[src/reload_timer_regs.vh]
// register map, field positions, reset values and prescaler taps of the reload timer
`ifndef RELOAD_TIMER_REGS_VH
`define RELOAD_TIMER_REGS_VH

`define ADDR_W              8
`define DATA_W              16
`define CHAN_N              2

// per-channel block: base = channel index times stride
`define CHAN_STRIDE         8'h10
`define OFF_CTRL            4'h0
`define OFF_RELOAD          4'h4
`define OFF_COUNT           4'h8
`define ADDR_INT_STATUS     8'h20
`define ADDR_INT_MASK       8'h24

// timer_control_status_reg fields
`define CTRL_SWTRIG         0
`define CTRL_ENABLE         1
`define CTRL_RELOAD_MODE    2
`define CTRL_CSEL_LO        3
`define CTRL_CSEL_HI        4
`define CTRL_EXTTRIG_EN     5
`define CTRL_IIO_EN         6
`define CTRL_BUSY           7
`define CTRL_W              8
`define CTRL_RESET          8'h00

// count clock select codes
`define CSEL_INT0           2'h0
`define CSEL_INT1           2'h1
`define CSEL_INT2           2'h2
`define CSEL_EVENT          2'h3

`define RELOAD_RESET        16'h0000
`define COUNT_RESET         16'hFFFF
`define INT_RESET           2'h0

// internal clock rates: one tick every 2^n machine clocks
`define PRESC_W             6
`define DIV0_BITS           1
`define DIV1_BITS           3
`define DIV2_BITS           5

`endif

[src/timer_channel.v]
// one 16-bit down counter with one-shot and reload operation
`timescale 1ns/1ps

module timer_channel (
    input  wire        mclk,
    input  wire        reset,
    input  wire        enable,
    input  wire        reloadMode,
    input  wire        startPulse,
    input  wire        countTick,
    input  wire [15:0] reloadValue,
    output wire [15:0] count,
    output wire        busy,
    output wire        underflow
);

`include "reload_timer_regs.vh"

    localparam STOPPED = 2'b01;
    localparam RUNNING = 2'b10;

    reg  [1:0]  state_r;
    reg  [1:0]  state_nxt;
    reg  [15:0] count_r;
    reg  [15:0] count_nxt;
    reg         under_r;
    reg         under_nxt;

    always @* begin
        state_nxt = state_r;
        count_nxt = count_r;
        under_nxt = 1'b0;
        case (state_r)
            STOPPED: begin
                if (enable && startPulse) begin
                    count_nxt = reloadValue;
                    state_nxt = RUNNING;
                end
            end
            RUNNING: begin
                if (!enable) begin
                    state_nxt = STOPPED;
                end else if (startPulse) begin
                    // retrigger restarts from the reload value
                    count_nxt = reloadValue;
                end else if (countTick) begin
                    count_nxt = count_r - 16'h0001;
                    if (count_r == 16'h0000) begin
                        under_nxt = 1'b1;
                        if (reloadMode) begin
                            count_nxt = reloadValue;
                        end else begin
                            state_nxt = STOPPED;
                        end
                    end
                end
            end
            default: begin
                state_nxt = STOPPED;
            end
        endcase
    end

    always @(posedge mclk) begin
        if (reset) begin
            state_r <= STOPPED;
            count_r <= `COUNT_RESET;
            under_r <= 1'b0;
        end else begin
            state_r <= state_nxt;
            count_r <= count_nxt;
            under_r <= under_nxt;
        end
    end

    assign count     = count_r;
    assign busy      = state_r[1];
    assign underflow = under_r;

endmodule

[src/reload_down_timer.v]
// two-channel 16-bit reload down timer with register port and interrupt
//
// Summary of operation
// - count clock is one of three internal rates or external events
// - counting starts on software trigger or external trigger; in event mode only the software trigger starts it
// - counter underflow raises an interrupt request
// - one-shot mode stops counting at underflow
// - reload mode copies reload value into counter and continues
// - clock select codes 00, 01, 10 choose internal rates
// - internal mode decrements once per selected internal tick
// - internal mode starts on software or external trigger edge
// - underflow request can start the intelligent I/O service
// - two independent timer channels are provided
//
// The placing of the registers and the strobed register port were left to the implementer.
`timescale 1ns/1ps

module reload_down_timer (
    input  wire        mclk,
    input  wire        reset,
    input  wire [7:0]  addr,
    input  wire [15:0] wdata,
    input  wire        wrStrobe,
    input  wire        rdStrobe,
    output wire [15:0] rdata,
    input  wire [1:0]  eventClkIn,
    input  wire [1:0]  extTrigIn,
    output wire        irq,
    output wire [1:0]  iioRequest,
    output wire [1:0]  timerBusy
);

`include "reload_timer_regs.vh"

    // two-flop synchronisers and edge registers
    reg  [1:0]  eventMeta_r;
    reg  [1:0]  eventSync_r;
    reg  [1:0]  eventLast_r;
    reg  [1:0]  trigMeta_r;
    reg  [1:0]  trigSync_r;
    reg  [1:0]  trigLast_r;
    wire [1:0]  eventEdge;
    wire [1:0]  trigEdge;

    always @(posedge mclk) begin
        if (reset) begin
            eventMeta_r <= 2'h0;
            eventSync_r <= 2'h0;
            eventLast_r <= 2'h0;
            trigMeta_r  <= 2'h0;
            trigSync_r  <= 2'h0;
            trigLast_r  <= 2'h0;
        end else begin
            eventMeta_r <= eventClkIn;
            eventSync_r <= eventMeta_r;
            eventLast_r <= eventSync_r;
            trigMeta_r  <= extTrigIn;
            trigSync_r  <= trigMeta_r;
            trigLast_r  <= trigSync_r;
        end
    end

    // rising edges only, taken after the second flop
    assign eventEdge = eventSync_r & ~eventLast_r;
    assign trigEdge  = trigSync_r & ~trigLast_r;

    // free-running prescaler for the internal rates
    reg  [`PRESC_W-1:0] presc_r;
    wire [2:0]          internalTick;

    always @(posedge mclk) begin
        if (reset) begin
            presc_r <= {`PRESC_W{1'b0}};
        end else begin
            presc_r <= presc_r + 6'h01;
        end
    end

    assign internalTick[0] = &presc_r[`DIV0_BITS-1:0];
    assign internalTick[1] = &presc_r[`DIV1_BITS-1:0];
    assign internalTick[2] = &presc_r[`DIV2_BITS-1:0];

    // register port decode
    wire        chanArea;
    wire        chanIdx;
    wire [3:0]  chanOff;
    wire        wrStatus;
    wire        wrMask;
    wire        rdStatus;

    assign chanArea = (addr < `ADDR_INT_STATUS);
    assign chanIdx  = addr[4];
    assign chanOff  = addr[3:0];
    assign wrStatus = wrStrobe && (addr == `ADDR_INT_STATUS);
    assign wrMask   = wrStrobe && (addr == `ADDR_INT_MASK);
    assign rdStatus = rdStrobe && (addr == `ADDR_INT_STATUS);

    // per-channel registers and counters
    wire [2*`CTRL_W-1:0] ctrlFlat;
    wire [31:0]          readFlat;
    wire [1:0]           chanBusy;
    wire [1:0]           chanUnder;

    genvar ch;
    generate
        for (ch = 0; ch < `CHAN_N; ch = ch + 1) begin : chan
            reg  [`CTRL_W-1:0] ctrl_r;
            reg  [15:0]        reload_r;
            wire               selCtrl;
            wire               selReload;
            wire               swTrig;
            wire [1:0]         csel;
            wire               eventMode;
            wire               extStart;
            wire               startPulse;
            wire               enableNow;
            reg                countTick;
            wire [15:0]        countVal;
            reg  [15:0]        chanRead;

            assign selCtrl   = wrStrobe && chanArea && (chanIdx == ch)
                               && (chanOff == `OFF_CTRL);
            assign selReload = wrStrobe && chanArea && (chanIdx == ch)
                               && (chanOff == `OFF_RELOAD);
            assign swTrig    = selCtrl && wdata[`CTRL_SWTRIG];
            assign csel      = {ctrl_r[`CTRL_CSEL_HI], ctrl_r[`CTRL_CSEL_LO]};
            assign eventMode = (csel == `CSEL_EVENT);
            // a control write acts at its own edge: enable and trigger may share one write
            assign enableNow = selCtrl ? wdata[`CTRL_ENABLE] : ctrl_r[`CTRL_ENABLE];

            always @(posedge mclk) begin
                if (reset) begin
                    ctrl_r   <= `CTRL_RESET;
                    reload_r <= `RELOAD_RESET;
                end else begin
                    if (selCtrl) begin
                        // trigger and busy bits are not stored
                        ctrl_r <= wdata[`CTRL_W-1:0] & 8'h7E;
                    end
                    if (selReload) begin
                        reload_r <= wdata;
                    end
                end
            end

            // event mode ignores the external trigger
            assign extStart   = ctrl_r[`CTRL_EXTTRIG_EN] && !eventMode && trigEdge[ch];
            assign startPulse = swTrig || extStart;

            always @* begin
                case (csel)
                    `CSEL_INT0: begin
                        countTick = internalTick[0];
                    end
                    `CSEL_INT1: begin
                        countTick = internalTick[1];
                    end
                    `CSEL_INT2: begin
                        countTick = internalTick[2];
                    end
                    `CSEL_EVENT: begin
                        countTick = eventEdge[ch];
                    end
                    default: begin
                        countTick = 1'b0;
                    end
                endcase
            end

            timer_channel u_timer (
                .mclk        (mclk),
                .reset       (reset),
                .enable      (enableNow),
                .reloadMode  (ctrl_r[`CTRL_RELOAD_MODE]),
                .startPulse  (startPulse),
                .countTick   (countTick),
                .reloadValue (reload_r),
                .count       (countVal),
                .busy        (chanBusy[ch]),
                .underflow   (chanUnder[ch])
            );

            assign ctrlFlat[ch*`CTRL_W +: `CTRL_W] = ctrl_r;
            assign readFlat[ch*16 +: 16]           = chanRead;

            // channel read view; busy is taken live from the counter state
            always @* begin
                chanRead = 16'h0000;
                case (chanOff)
                    `OFF_CTRL: begin
                        chanRead = {8'h00, ctrl_r};
                        chanRead[`CTRL_BUSY] = chanBusy[ch];
                    end
                    `OFF_RELOAD: begin
                        chanRead = reload_r;
                    end
                    `OFF_COUNT: begin
                        chanRead = countVal;
                    end
                    default: begin
                        chanRead = 16'h0000;
                    end
                endcase
            end
        end
    endgenerate

    // interrupt status, mask and service requests
    reg  [1:0] intStatus_r;
    reg  [1:0] intStatus_nxt;
    reg  [1:0] intMask_r;
    reg  [1:0] iio_r;
    wire [1:0] iioEnable;

    always @* begin
        intStatus_nxt = intStatus_r;
        if (rdStatus) begin
            intStatus_nxt = 2'h0;
        end
        intStatus_nxt = intStatus_nxt | chanUnder;
    end

    assign iioEnable[0] = ctrlFlat[`CTRL_IIO_EN];
    assign iioEnable[1] = ctrlFlat[`CTRL_W + `CTRL_IIO_EN];

    always @(posedge mclk) begin
        if (reset) begin
            intStatus_r <= `INT_RESET;
            intMask_r   <= `INT_RESET;
            iio_r       <= 2'h0;
        end else begin
            intStatus_r <= intStatus_nxt;
            if (wrMask) begin
                intMask_r <= wdata[1:0];
            end
            iio_r <= chanUnder & iioEnable;
        end
    end

    assign irq        = |(intStatus_r & intMask_r);
    assign iioRequest = iio_r;
    assign timerBusy  = chanBusy;

    // registered read port
    reg [15:0] readMux;
    reg [15:0] rdata_r;

    always @* begin
        readMux = 16'h0000;
        if (chanArea) begin
            readMux = chanIdx ? readFlat[31:16] : readFlat[15:0];
        end else if (addr == `ADDR_INT_STATUS) begin
            readMux = {14'h0000, intStatus_r};
        end else if (addr == `ADDR_INT_MASK) begin
            readMux = {14'h0000, intMask_r};
        end
    end

    always @(posedge mclk) begin
        if (reset) begin
            rdata_r <= 16'h0000;
        end else if (rdStrobe) begin
            rdata_r <= readMux;
        end else begin
            rdata_r <= 16'h0000;
        end
    end

    assign rdata = rdata_r;

endmodule

[config.mk]
export PLATFORM = sky130hd
export DESIGN_NAME = reload_down_timer
export DESIGN_NICKNAME = d
export VERILOG_FILES = /design/src/timer_channel.v /design/src/reload_down_timer.v
export VERILOG_INCLUDE_DIRS = /design/src
export SDC_FILE = /design/constraint.sdc
export NUM_CORES = 1
export LEC_CHECK = 0
export BUFFER_PORTS_ARGS = -buffer_cell sky130_fd_sc_hd__buf_2
export CORE_ASPECT_RATIO = 1.75
export CORE_MARGIN = 2
export CORE_UTILIZATION = 54
export CTS_CLUSTER_SIZE = 40
export DETAILED_ROUTE_END_ITERATION = 16
export GPL_TIMING_DRIVEN = 0
export PLACE_DENSITY = 0.77
export SETUP_SLACK_MARGIN = 0.1
export SKIP_LAST_GASP = 1
export SYNTH_ARGS = -nofsm -noshare
export SYNTH_HDL_FRONTEND = slang
export SYNTH_SLANG_ARGS = --single-unit
[constraint.sdc]
create_clock -name mclk -period 2.41 [get_ports mclk]
set_clock_uncertainty 0.15 [all_clocks]
set_input_delay 0.482 -clock mclk [delete_from_list [all_inputs] [get_ports mclk]]
set_output_delay 0.482 -clock mclk [all_outputs]
set_load 0.03 [all_outputs]
==> results of run 1 <==
-- cell type report --
cell class / instances / area [µm²]
buffer: 49 / 300
clock buffer: 20 / 467
clock inverter: 12 / 163
fill: 745 / 2840
inverter: 7 / 26.3
multi-input combinational: 499 / 3480
sequential: 121 / 2430
tap: 127 / 159
timing repair buffer: 74 / 500
-- cells by family (layout without fill, tap and decap cells) --
family | count (synthesis) | count (layout) | share of synthesized area, %
DFF | 121 | 121 | 42.1
and+or+nand+nor | 275 | 275 | 23.5
AOI/OAI and AO/OA | 166 | 166 | 19.6
buffers and inverters | 56 | 162 | 4.04
xor gates and xnor gates | 1 | 1 | 0.152
adders and majority gates | 7 | 7 | 1.52
muxes | 50 | 50 | 9.13
-- power by group --
part / internal [W] / switching [W]
combinational: 0.0000716 / 0.000147
sequential: 0.00201 / 0.00000798
clock: 0.00172 / 0.000982
-- what timing repair did --
item	4_1_cts	5_1_grt
endpoints found under the setup margin	56	48
gates cloned	2	3
buffers inserted	12	7
pin swaps	16	25
resized for setup	45	62
-- per-stage QoR --
| step | cell area (µm²) | instances | TNS (ps) |
|---|---|---|---|
| 2_1_floorplan | 5850 | 676 | -436 |
| 3_3_place_gp | 6260 | 853 | -21810 |
| 3_5_place_dp | 6260 | 853 | -26730 |
| 4_1_cts | 7190 | 899 | -357 |
| 5_1_grt | 7520 | 909 | -1810 |
| 6_report | 7520 | 909 | -456 |
-- flip-flops by register name, indices dropped and copies added, names as in the netlist --
signal	count
presc_r	5
trigLast_r	2
chan.reload_r	32
chan.u_timer.underflow	2
iioRequest	2
chan.u_timer.state_r	4
chan.u_timer.count	32
intStatus_r	2
chan.ctrl_r	12
trigMeta_r	2
eventMeta_r	2
trigSync_r	2
eventLast_r	2
rdata	16
eventSync_r	2
intMask_r	2
-- how the worst max path moves through the flow --
stage | cells past startpoint | slack [ps] | endpoint
after CTS | 10 | -50 | chan[0].u_timer.count[13]
after global routing | 10 | -120 | chan[0].u_timer.count[0]
after detailed placement | 9 | -550 | chan[1].u_timer.count[1]
final | 9 | -50 | chan[0].u_timer.count[11]
after global placement | 9 | -470 | chan[1].u_timer.count[1]
after floorplan | 9 | -50 | chan[0].u_timer.count[10]
-- layout by cell type, fill, tap and decap left out, types with 4 or more instances in the layout --
master and count:
nor2_2 4, buf_6 11, clkbuf_2 12, nand2b_1 7, nand2_1 75, buf_2 50
ha_1 5, a211oi_1 8, clkbuf_1 23, nand3_1 16, o21ai_2 20, buf_4 17
nor2_1 78, nor4_4 4, dfxtp_1 118, clkbuf_16 19, a31oi_1 8, o21ai_1 13
mux2i_1 48, a32oi_1 22, a21oi_1 32, nand4_1 7, nor3_1 16, and3_1 6
nor4_1 5, inv_1 7, a221oi_1 14, buf_8 5, nor2b_1 21, o21ai_0 6
a22oi_1 12
-- per-layer routing --
layer	global-route usage, %	routed length [µm]	vias to the layer above
met3	6.34	1400	111
met5	0	0	-
met4	24.4	1470	0
met2	55.0	9810	383
li1	-	-	2689
met1	36.6	6960	2871
==> flow_summary.toml, run 1 <==
[place]
io_buffers = 50
dpl_worst_slack_ps = -549
dp_hpwl_um = 13200
gp_congestion = 0.902

[power_and_ir_drop]
total_power_w = 0.00494
power.leakage_nw = 2.95
ir_drop_mv = 0.680
power_density_nw_per_um2 = 657

[clocking]
cts_root_buf = "clkbuf_16"
cts_buffer_depth = 2
h-tree-depth = 4
clk_latency_ps = 430
cts_tree = "done"
cts_hold_buf = 0
path_clk_slew_ps = 60
cts_made_buffers = 17
cts.sinks = 121

[timing]
final_hold_viol_count = 0
maxClockFrequency_ghz = 0.406
worstMarginPinSlew_ps = 784
setup_viol = 18
post-route-period-util_pct = 102
drv_slew = 0
finalCriticalPeriod_ps = 2460
maxSlewHeadroom_pct = 47.7
rsz0062_at_grt = "true"
finalWorstSetupSlack_ps = -52.0
hold_ws_ps = 112

[layout]
final_util_pct = 72.6
num_antenna_cells = 0
area_growth_pct = 30.7
final_layout_size_suffix_gt1_share_pct = 25.3
final_nets = 808

[global_routing]
grt_pass1_wl_um = 28800
grt.total_usage_pct = 33.2
grt_overflow = 0
grt_start_max_net_pins = 17
antenna_found_initial = 0
grt_pass1_vias = 5719

[setup_path]
max_stage_delay_ps = 530
cp_common_cell = "ha_4"
path_cells = "ha_4 -> and3_4 -> ha_4 -> mux4_2 -> o31ai_4 -> a21oi_2 -> buf_4 -> clkbuf_16 -> a32oi_1"
cp.required_ps = 2600
crit_slowest_cell = "mux4_2"
critPathArrivalTime_ps = 2660
cp-start-kind = "register"
r2r_end = "chan[0].u_timer.count[11]"
cp_num_buf_inv = 2
regToRegStartpoint = "presc_r[0]"
rr_worst_depth = 9
path_class = "register to register"
r2r_slack_ps = -50
end_kind = "register"
path_delay_family = "multiplexers"
crit_path_start = "presc_r[0]"
crit_fanout = 5

[logic_synthesis]
synth_edf_count = 0
syn_inst = 676
synthFlopType = "dfxtp_1"
synth_area_leaders = "dfxtp_1, mux2i_1, nor2_1, nand2_1, a32oi_1"
synth_fp_nets = 715
async_flop_share_pct = 0
yosysSeqAreaShare_pct = 42.1
yosysMostFrequentCell = "dfxtp_1"
yosys_warnings = 0
synth.distinct_cells = 60
synth-seq-cells = 121
yosys.area.top_type = "dfxtp_1"
synth.avg_cell_area_um2 = 8.51
netlist_area_um2 = 5760
synth_top_cell_area_share_pct = 42.1
netlist_top_cells_count = "dfxtp_1, nor2_1, nand2_1"

[detailed_routing]
drtIter0Drc = 649
avgViaCountPerCell = 6.66
dr_total_vias = 6054
drc = 0
detail_route.wl_per_cell_um = 21.6
drt-total-wl_um = 19600
drt_pass1_iterations = 6
postRouteAntennaNets = 0

[floorplan]
die_y_um = 141
core.rowCount = 49
start_util_pct = 55.5
core_region_area_um2 = 10400
die_w_um = 82.0
io_pins = 53
die_area_um2 = 11500

[worst_hold_path]
hold_start = "extTrigIn[1]"
min_path_cells = 2
hold_end = "trigMeta_r[1]"
hp-class = "input port to register"

[outcome]
status = "finished, violations left"
violations = "setup timing"

[job]
cap_violations = 0
(Power assumes the default switching activity.)
==> run 2: changes to the inputs <==
Settings changed: TNS_END_PERCENT from default to 1.
==> flow_summary.toml, run 2 (synthesized netlist as in run 1, its figures left out) <==
[layout]
final_nets = 793
final_layout_size_suffix_gt1_share_pct = 17.9
layout_common_cells = "dfxtp_1, nor2_1, nand2_1"
final_common_cell = "dfxtp_1"
fin_cells = 894
fillers = 825
num_antenna_cells = 0
seq_area_um2 = 2430
area_growth_pct = 21.7
multi_input_area_um2 = 3260

[clocking]
cts_hold_buf = 0
cts_buffer_depth = 2
cts_root_buf = "clkbuf_16"
h-tree-depth = 4
cts.sinks = 121
clk_latency_ps = 430
cts_tree = "done"
path_clk_slew_ps = 60
cts_made_buffers = 17

[timing]
drv_slew = 0
setup_viol = 10
finalCriticalPeriod_ps = 2490
maxClockFrequency_ghz = 0.402
setup-tns-final_ps = -274
post-route-period-util_pct = 103
final_hold_viol_count = 0
rsz0062_at_grt = "true"
worstMarginPinSlew_ps = 851
hold_ws_ps = 110
finalWorstSetupSlack_ps = -75.6
maxSlewHeadroom_pct = 42.9

[setup_path]
crit_fanout = 6
r2r_slack_ps = -80
path_class = "register to register"
rr_worst_depth = 9
r2r_end = "chan[0].u_timer.count[4]"
cp.required_ps = 2530
critPathArrivalTime_ps = 2610
regToRegStartpoint = "presc_r[0]"
cp-start-kind = "register"
end_kind = "register"

[global_routing]
top_usage_layer = "met2"
grt.total_usage_pct = 32.6
grt_start_max_net_pins = 17
antenna_found_initial = 0
grt_pass1_vias = 5622
use_met1_pct = 34.6
grt_overflow = 0
grt_pass1_wl_um = 28200
grt_util_met2_pct = 56.8
use_met3_pct = 6.85

[detailed_routing]
drc = 0
drtIter0Drc = 600
detail_route.wl_per_cell_um = 20.8
avgViaCountPerCell = 6.47
dr_total_vias = 5788
postRouteAntennaNets = 0
drt-total-wl_um = 18600
drt_pass1_iterations = 6

[place]
io_buffers = 50
place_inst = 853
dpl_worst_slack_ps = -715
dp_hpwl_um = 13200
gp_congestion = 0.933

[outcome]
status = "finished, violations left"
violations = "setup timing"

[floorplan]
start_util_pct = 55.5
die_y_um = 141
die_w_um = 82.0
die_area_um2 = 11500
io_pins = 53
core.rowCount = 49
core_region_area_um2 = 10400

[power_and_ir_drop]
total_power_w = 0.00465
power_density_nw_per_um2 = 664
ir_drop_mv = 0.652
power.leakage_nw = 2.72

[job]
cap_violations = 0

[worst_hold_path]
hold_start = "extTrigIn[0]"
hp-class = "input port to register"
min_path_cells = 2
hold_end = "trigMeta_r[0]"
[run 2: per-layer routing]
layer,vias up,routed length (µm)
met5,-,0
met4,0,1110
met3,78,1470
met2,352,9500
met1,2706,6500
li1,2652,-
[run 2: worst max path at each step]
stage,start,end,slack (ps)
floorplan,addr[7],chan[0].u_timer.count[10],-50
global placement,addr[1],rdata[3],-670
detailed placement,addr[1],chan[1].u_timer.count[14],-720
CTS,presc_r[0],chan[0].u_timer.count[4],-90
global route,addr[1],chan[1].u_timer.count[14],-140
finish,presc_r[0],chan[0].u_timer.count[4],-80
[run 2: timing repair]
item,4_1_cts,5_1_grt
gates cloned,1,0
resized for setup,22,16
setup buffers,3,5
endpoints found under the setup margin,60,70
pin swaps,6,7
[run 2: area by class of cell]
class | count | area share, %
well taps | 127 | 2.27
multi-input cells | 499 | 46.6
clock inverters | 14 | 1.77
repair buffers | 59 | 4.50
flip-flops and latches | 121 | 34.6
plain buffers | 49 | 3.56
clock buffers | 18 | 6.27
inverters | 7 | 0.375
[run 2: critical path, stage by stage (launching register included)]
cell and delay [ps]:
dfxtp_4 350, ha_4 160, and3_4 180, ha_4 160, mux4_2 540, o31ai_4 250, a21oi_4 120, buf_6 160
a211oi_2 200, a31oi_1 70
[run 2: power by group]
group | total [W] | switching [W] | internal [W]
clock | 0.00242 | 0.000980 | 0.00144
combinational | 0.000210 | 0.000142 | 0.0000682
sequential | 0.00202 | 0.00000771 | 0.00201
[run 2: stage by stage]
stage	instance area (µm²)	utilization, %
finish	7000	67.6
global route	7000	67.6
CTS	6930	66.9
detailed placement	6220	60.0
global placement	6220	60.0
floorplan	5810	-
==> run 3: changes to the inputs <==
Settings changed: CORE_UTILIZATION 54 to 55, CTS_BUF_LIST from default to sky130_fd_sc_hd__clkbuf_8, PLACE_DENSITY 0.77 to 0.78, SYNTH_HIERARCHICAL from default to 1.
==> flow_summary.toml, run 3 <==
[layout]
num_antenna_cells = 0
final_nets = 816
final_common_cell = "dfxtp_1"
layout_common_cells = "dfxtp_1, nor2_1, buf_2"
final_layout_size_suffix_gt1_share_pct = 24.9
area_growth_pct = 20.5
stdcell_area_um2 = 7380

[global_routing]
grt.total_usage_pct = 33.6
grt_pass1_vias = 5863
antenna_found_initial = 0
grt_start_max_net_pins = 17
grt_pass1_wl_um = 31300
grt_overflow = 0

[setup_path]
critPathArrivalTime_ps = 2760
path_class = "register to register"
cp-start-kind = "register"
crit_fanout = 10
end_kind = "register"
cp.required_ps = 2610

[detailed_routing]
wl_met2_um = 10300
highest_layer = "met4"
drc = 0
drt-total-wl_um = 20100
avgViaCountPerCell = 6.55
detail_route.wl_per_cell_um = 21.8
postRouteAntennaNets = 0
wl_met3_um = 1000
met1_length_um = 7450
drt_pass1_iterations = 6
dr_total_vias = 6055
drtIter0Drc = 508

[logic_synthesis]
async_flop_share_pct = 0
synth_top_cell_area_share_pct = 39.5
yosysSeqAreaShare_pct = 39.5
yosys.area.top_type = "dfxtp_1"
syn_inst = 689
synth_fp_nets = 726
netlist_top_cells_count = "dfxtp_1, nor2_1, mux2i_1"
synth_area_leaders = "dfxtp_1, mux2i_1, nor2_1, a221oi_1, nor3_1"
netlist_area_um2 = 6130
yosysMostFrequentCell = "dfxtp_1"
synth.avg_cell_area_um2 = 8.89
synth_edf_count = 0
synth-seq-cells = 121
yosys_warnings = 6
synthFlopType = "dfxtp_1"
synth.distinct_cells = 69

[floorplan]
die_w_um = 83.8
io_pins = 53
start_util_pct = 55.8
die_y_um = 144
core_region_area_um2 = 11000
die_area_um2 = 12000
core.rowCount = 51

[timing]
drv_slew = 0
hold_ws_ps = 87.9
setup_viol = 33
worstMarginPinSlew_ps = 839
maxSlewHeadroom_pct = 43.6
rsz0062_at_grt = "true"
post-route-period-util_pct = 106
maxClockFrequency_ghz = 0.392
finalCriticalPeriod_ps = 2550
final_hold_viol_count = 0
finalWorstSetupSlack_ps = -143

[outcome]
violations = "setup timing"
status = "finished, violations left"

[clocking]
cts.sinks = 121
clk_latency_ps = 450
cts_root_buf = "clkbuf_8"
cts_made_buffers = 17
h-tree-depth = 4
cts_buffer_depth = 2
path_clk_slew_ps = 90
cts_tree = "done"

[power_and_ir_drop]
power_density_nw_per_um2 = 576
ir_drop_mv = 0.443
power.leakage_nw = 2.99
total_power_w = 0.00425

[place]
gp_congestion = 0.997
place_area_um2 = 6700
io_buffers = 52
dpl_worst_slack_ps = -1100
dp_hpwl_um = 14900

[worst_hold_path]
hp-class = "input port to register"

[job]
cap_violations = 0
[run 3: cell types whose count changed after synthesis, moves of 8 or more]
cell / change
a211oi_1: -9
a221oi_1: +10
a32oi_1: -25
clkbuf_1: -12
inv_1: +8
nand2_1: -40
nand3b_1: +10
nor2_1: +12
nor3_1: +15
o21ai_1: -11
[run 3: repair_timing]
action,4_1_cts,5_1_grt
resized for setup,26,9
setup buffers,15,4
pin swaps,9,8
hold buffers,0,0
setup endpoints to repair,38,36
[run 3: logic make-up after synthesis]
| group | synth area share [%] |
|---|---|
| AOI/OAI and AO/OA | 19.6 |
| xor gates and xnor gates | 0.143 |
| adders and majority gates | 1.02 |
| buffers and inverters | 4.33 |
| DFF | 39.5 |
| muxes | 8.52 |
| and+or+nand+nor | 26.9 |
[run 3: worst max-delay path, stage by stage (launching register included)]
cell and delay (ps):
dfxtp_2 350, inv_2 80, ha_2 200, or3b_4 420, or3_1 370, clkbuf_4 190
o21ai_2 200, buf_6 180, a31oi_1 100, a31o_1 220
[run 3: layout make-up]
type	instances	area, µm²
multi-input combinational	509	3630
fill	901	3590
sequential	121	2430
timing repair buffer	71	403
buffer	44	293
clock buffer	17	234
clock inverter	15	176
tap	132	165
inverter	15	56.3
[run 3: metal layers]
| metal | vias up | global-route usage, % |
|---|---|---|
| li1 | 2779 | - |
| met1 | 2859 | 36.8 |
| met2 | 303 | 59.6 |
| met3 | 114 | 5.74 |
| met4 | 0 | 21.6 |
| met5 | - | 0 |
[run 3: per-stage QoR]
stage          setup TNS, ps  cells  utilization [%]
3_3_place_gp          -30430    873             61.1
3_5_place_dp          -31420    873             61.1
6_report               -2780    924             67.3
4_1_cts                -2360    920             66.7
5_1_grt                -5840    924             67.3
2_1_floorplan          -8010    689                -
[run 3: power by group]
part	total, W	internal, W	switching (W)
sequential	0.00204	0.00202	0.0000183
clock	0.00195	0.000958	0.000989
combinational	0.000272	0.0000986	0.000173
[run 3: worst paths after layout]
check / from / end / slack [ps] / cells past startpoint
max reg2reg: chan[0].u_timer/count[0] / chan[0].u_timer/count[15] / -140 / 9
max: chan[0].u_timer/count[0] / chan[0].u_timer/count[15] / -140 / 9
min: extTrigIn[1] / trigMeta_r[1] / 90 / 2
min reg2reg: trigMeta_r[0] / trigSync_r[0] / 280 / 1
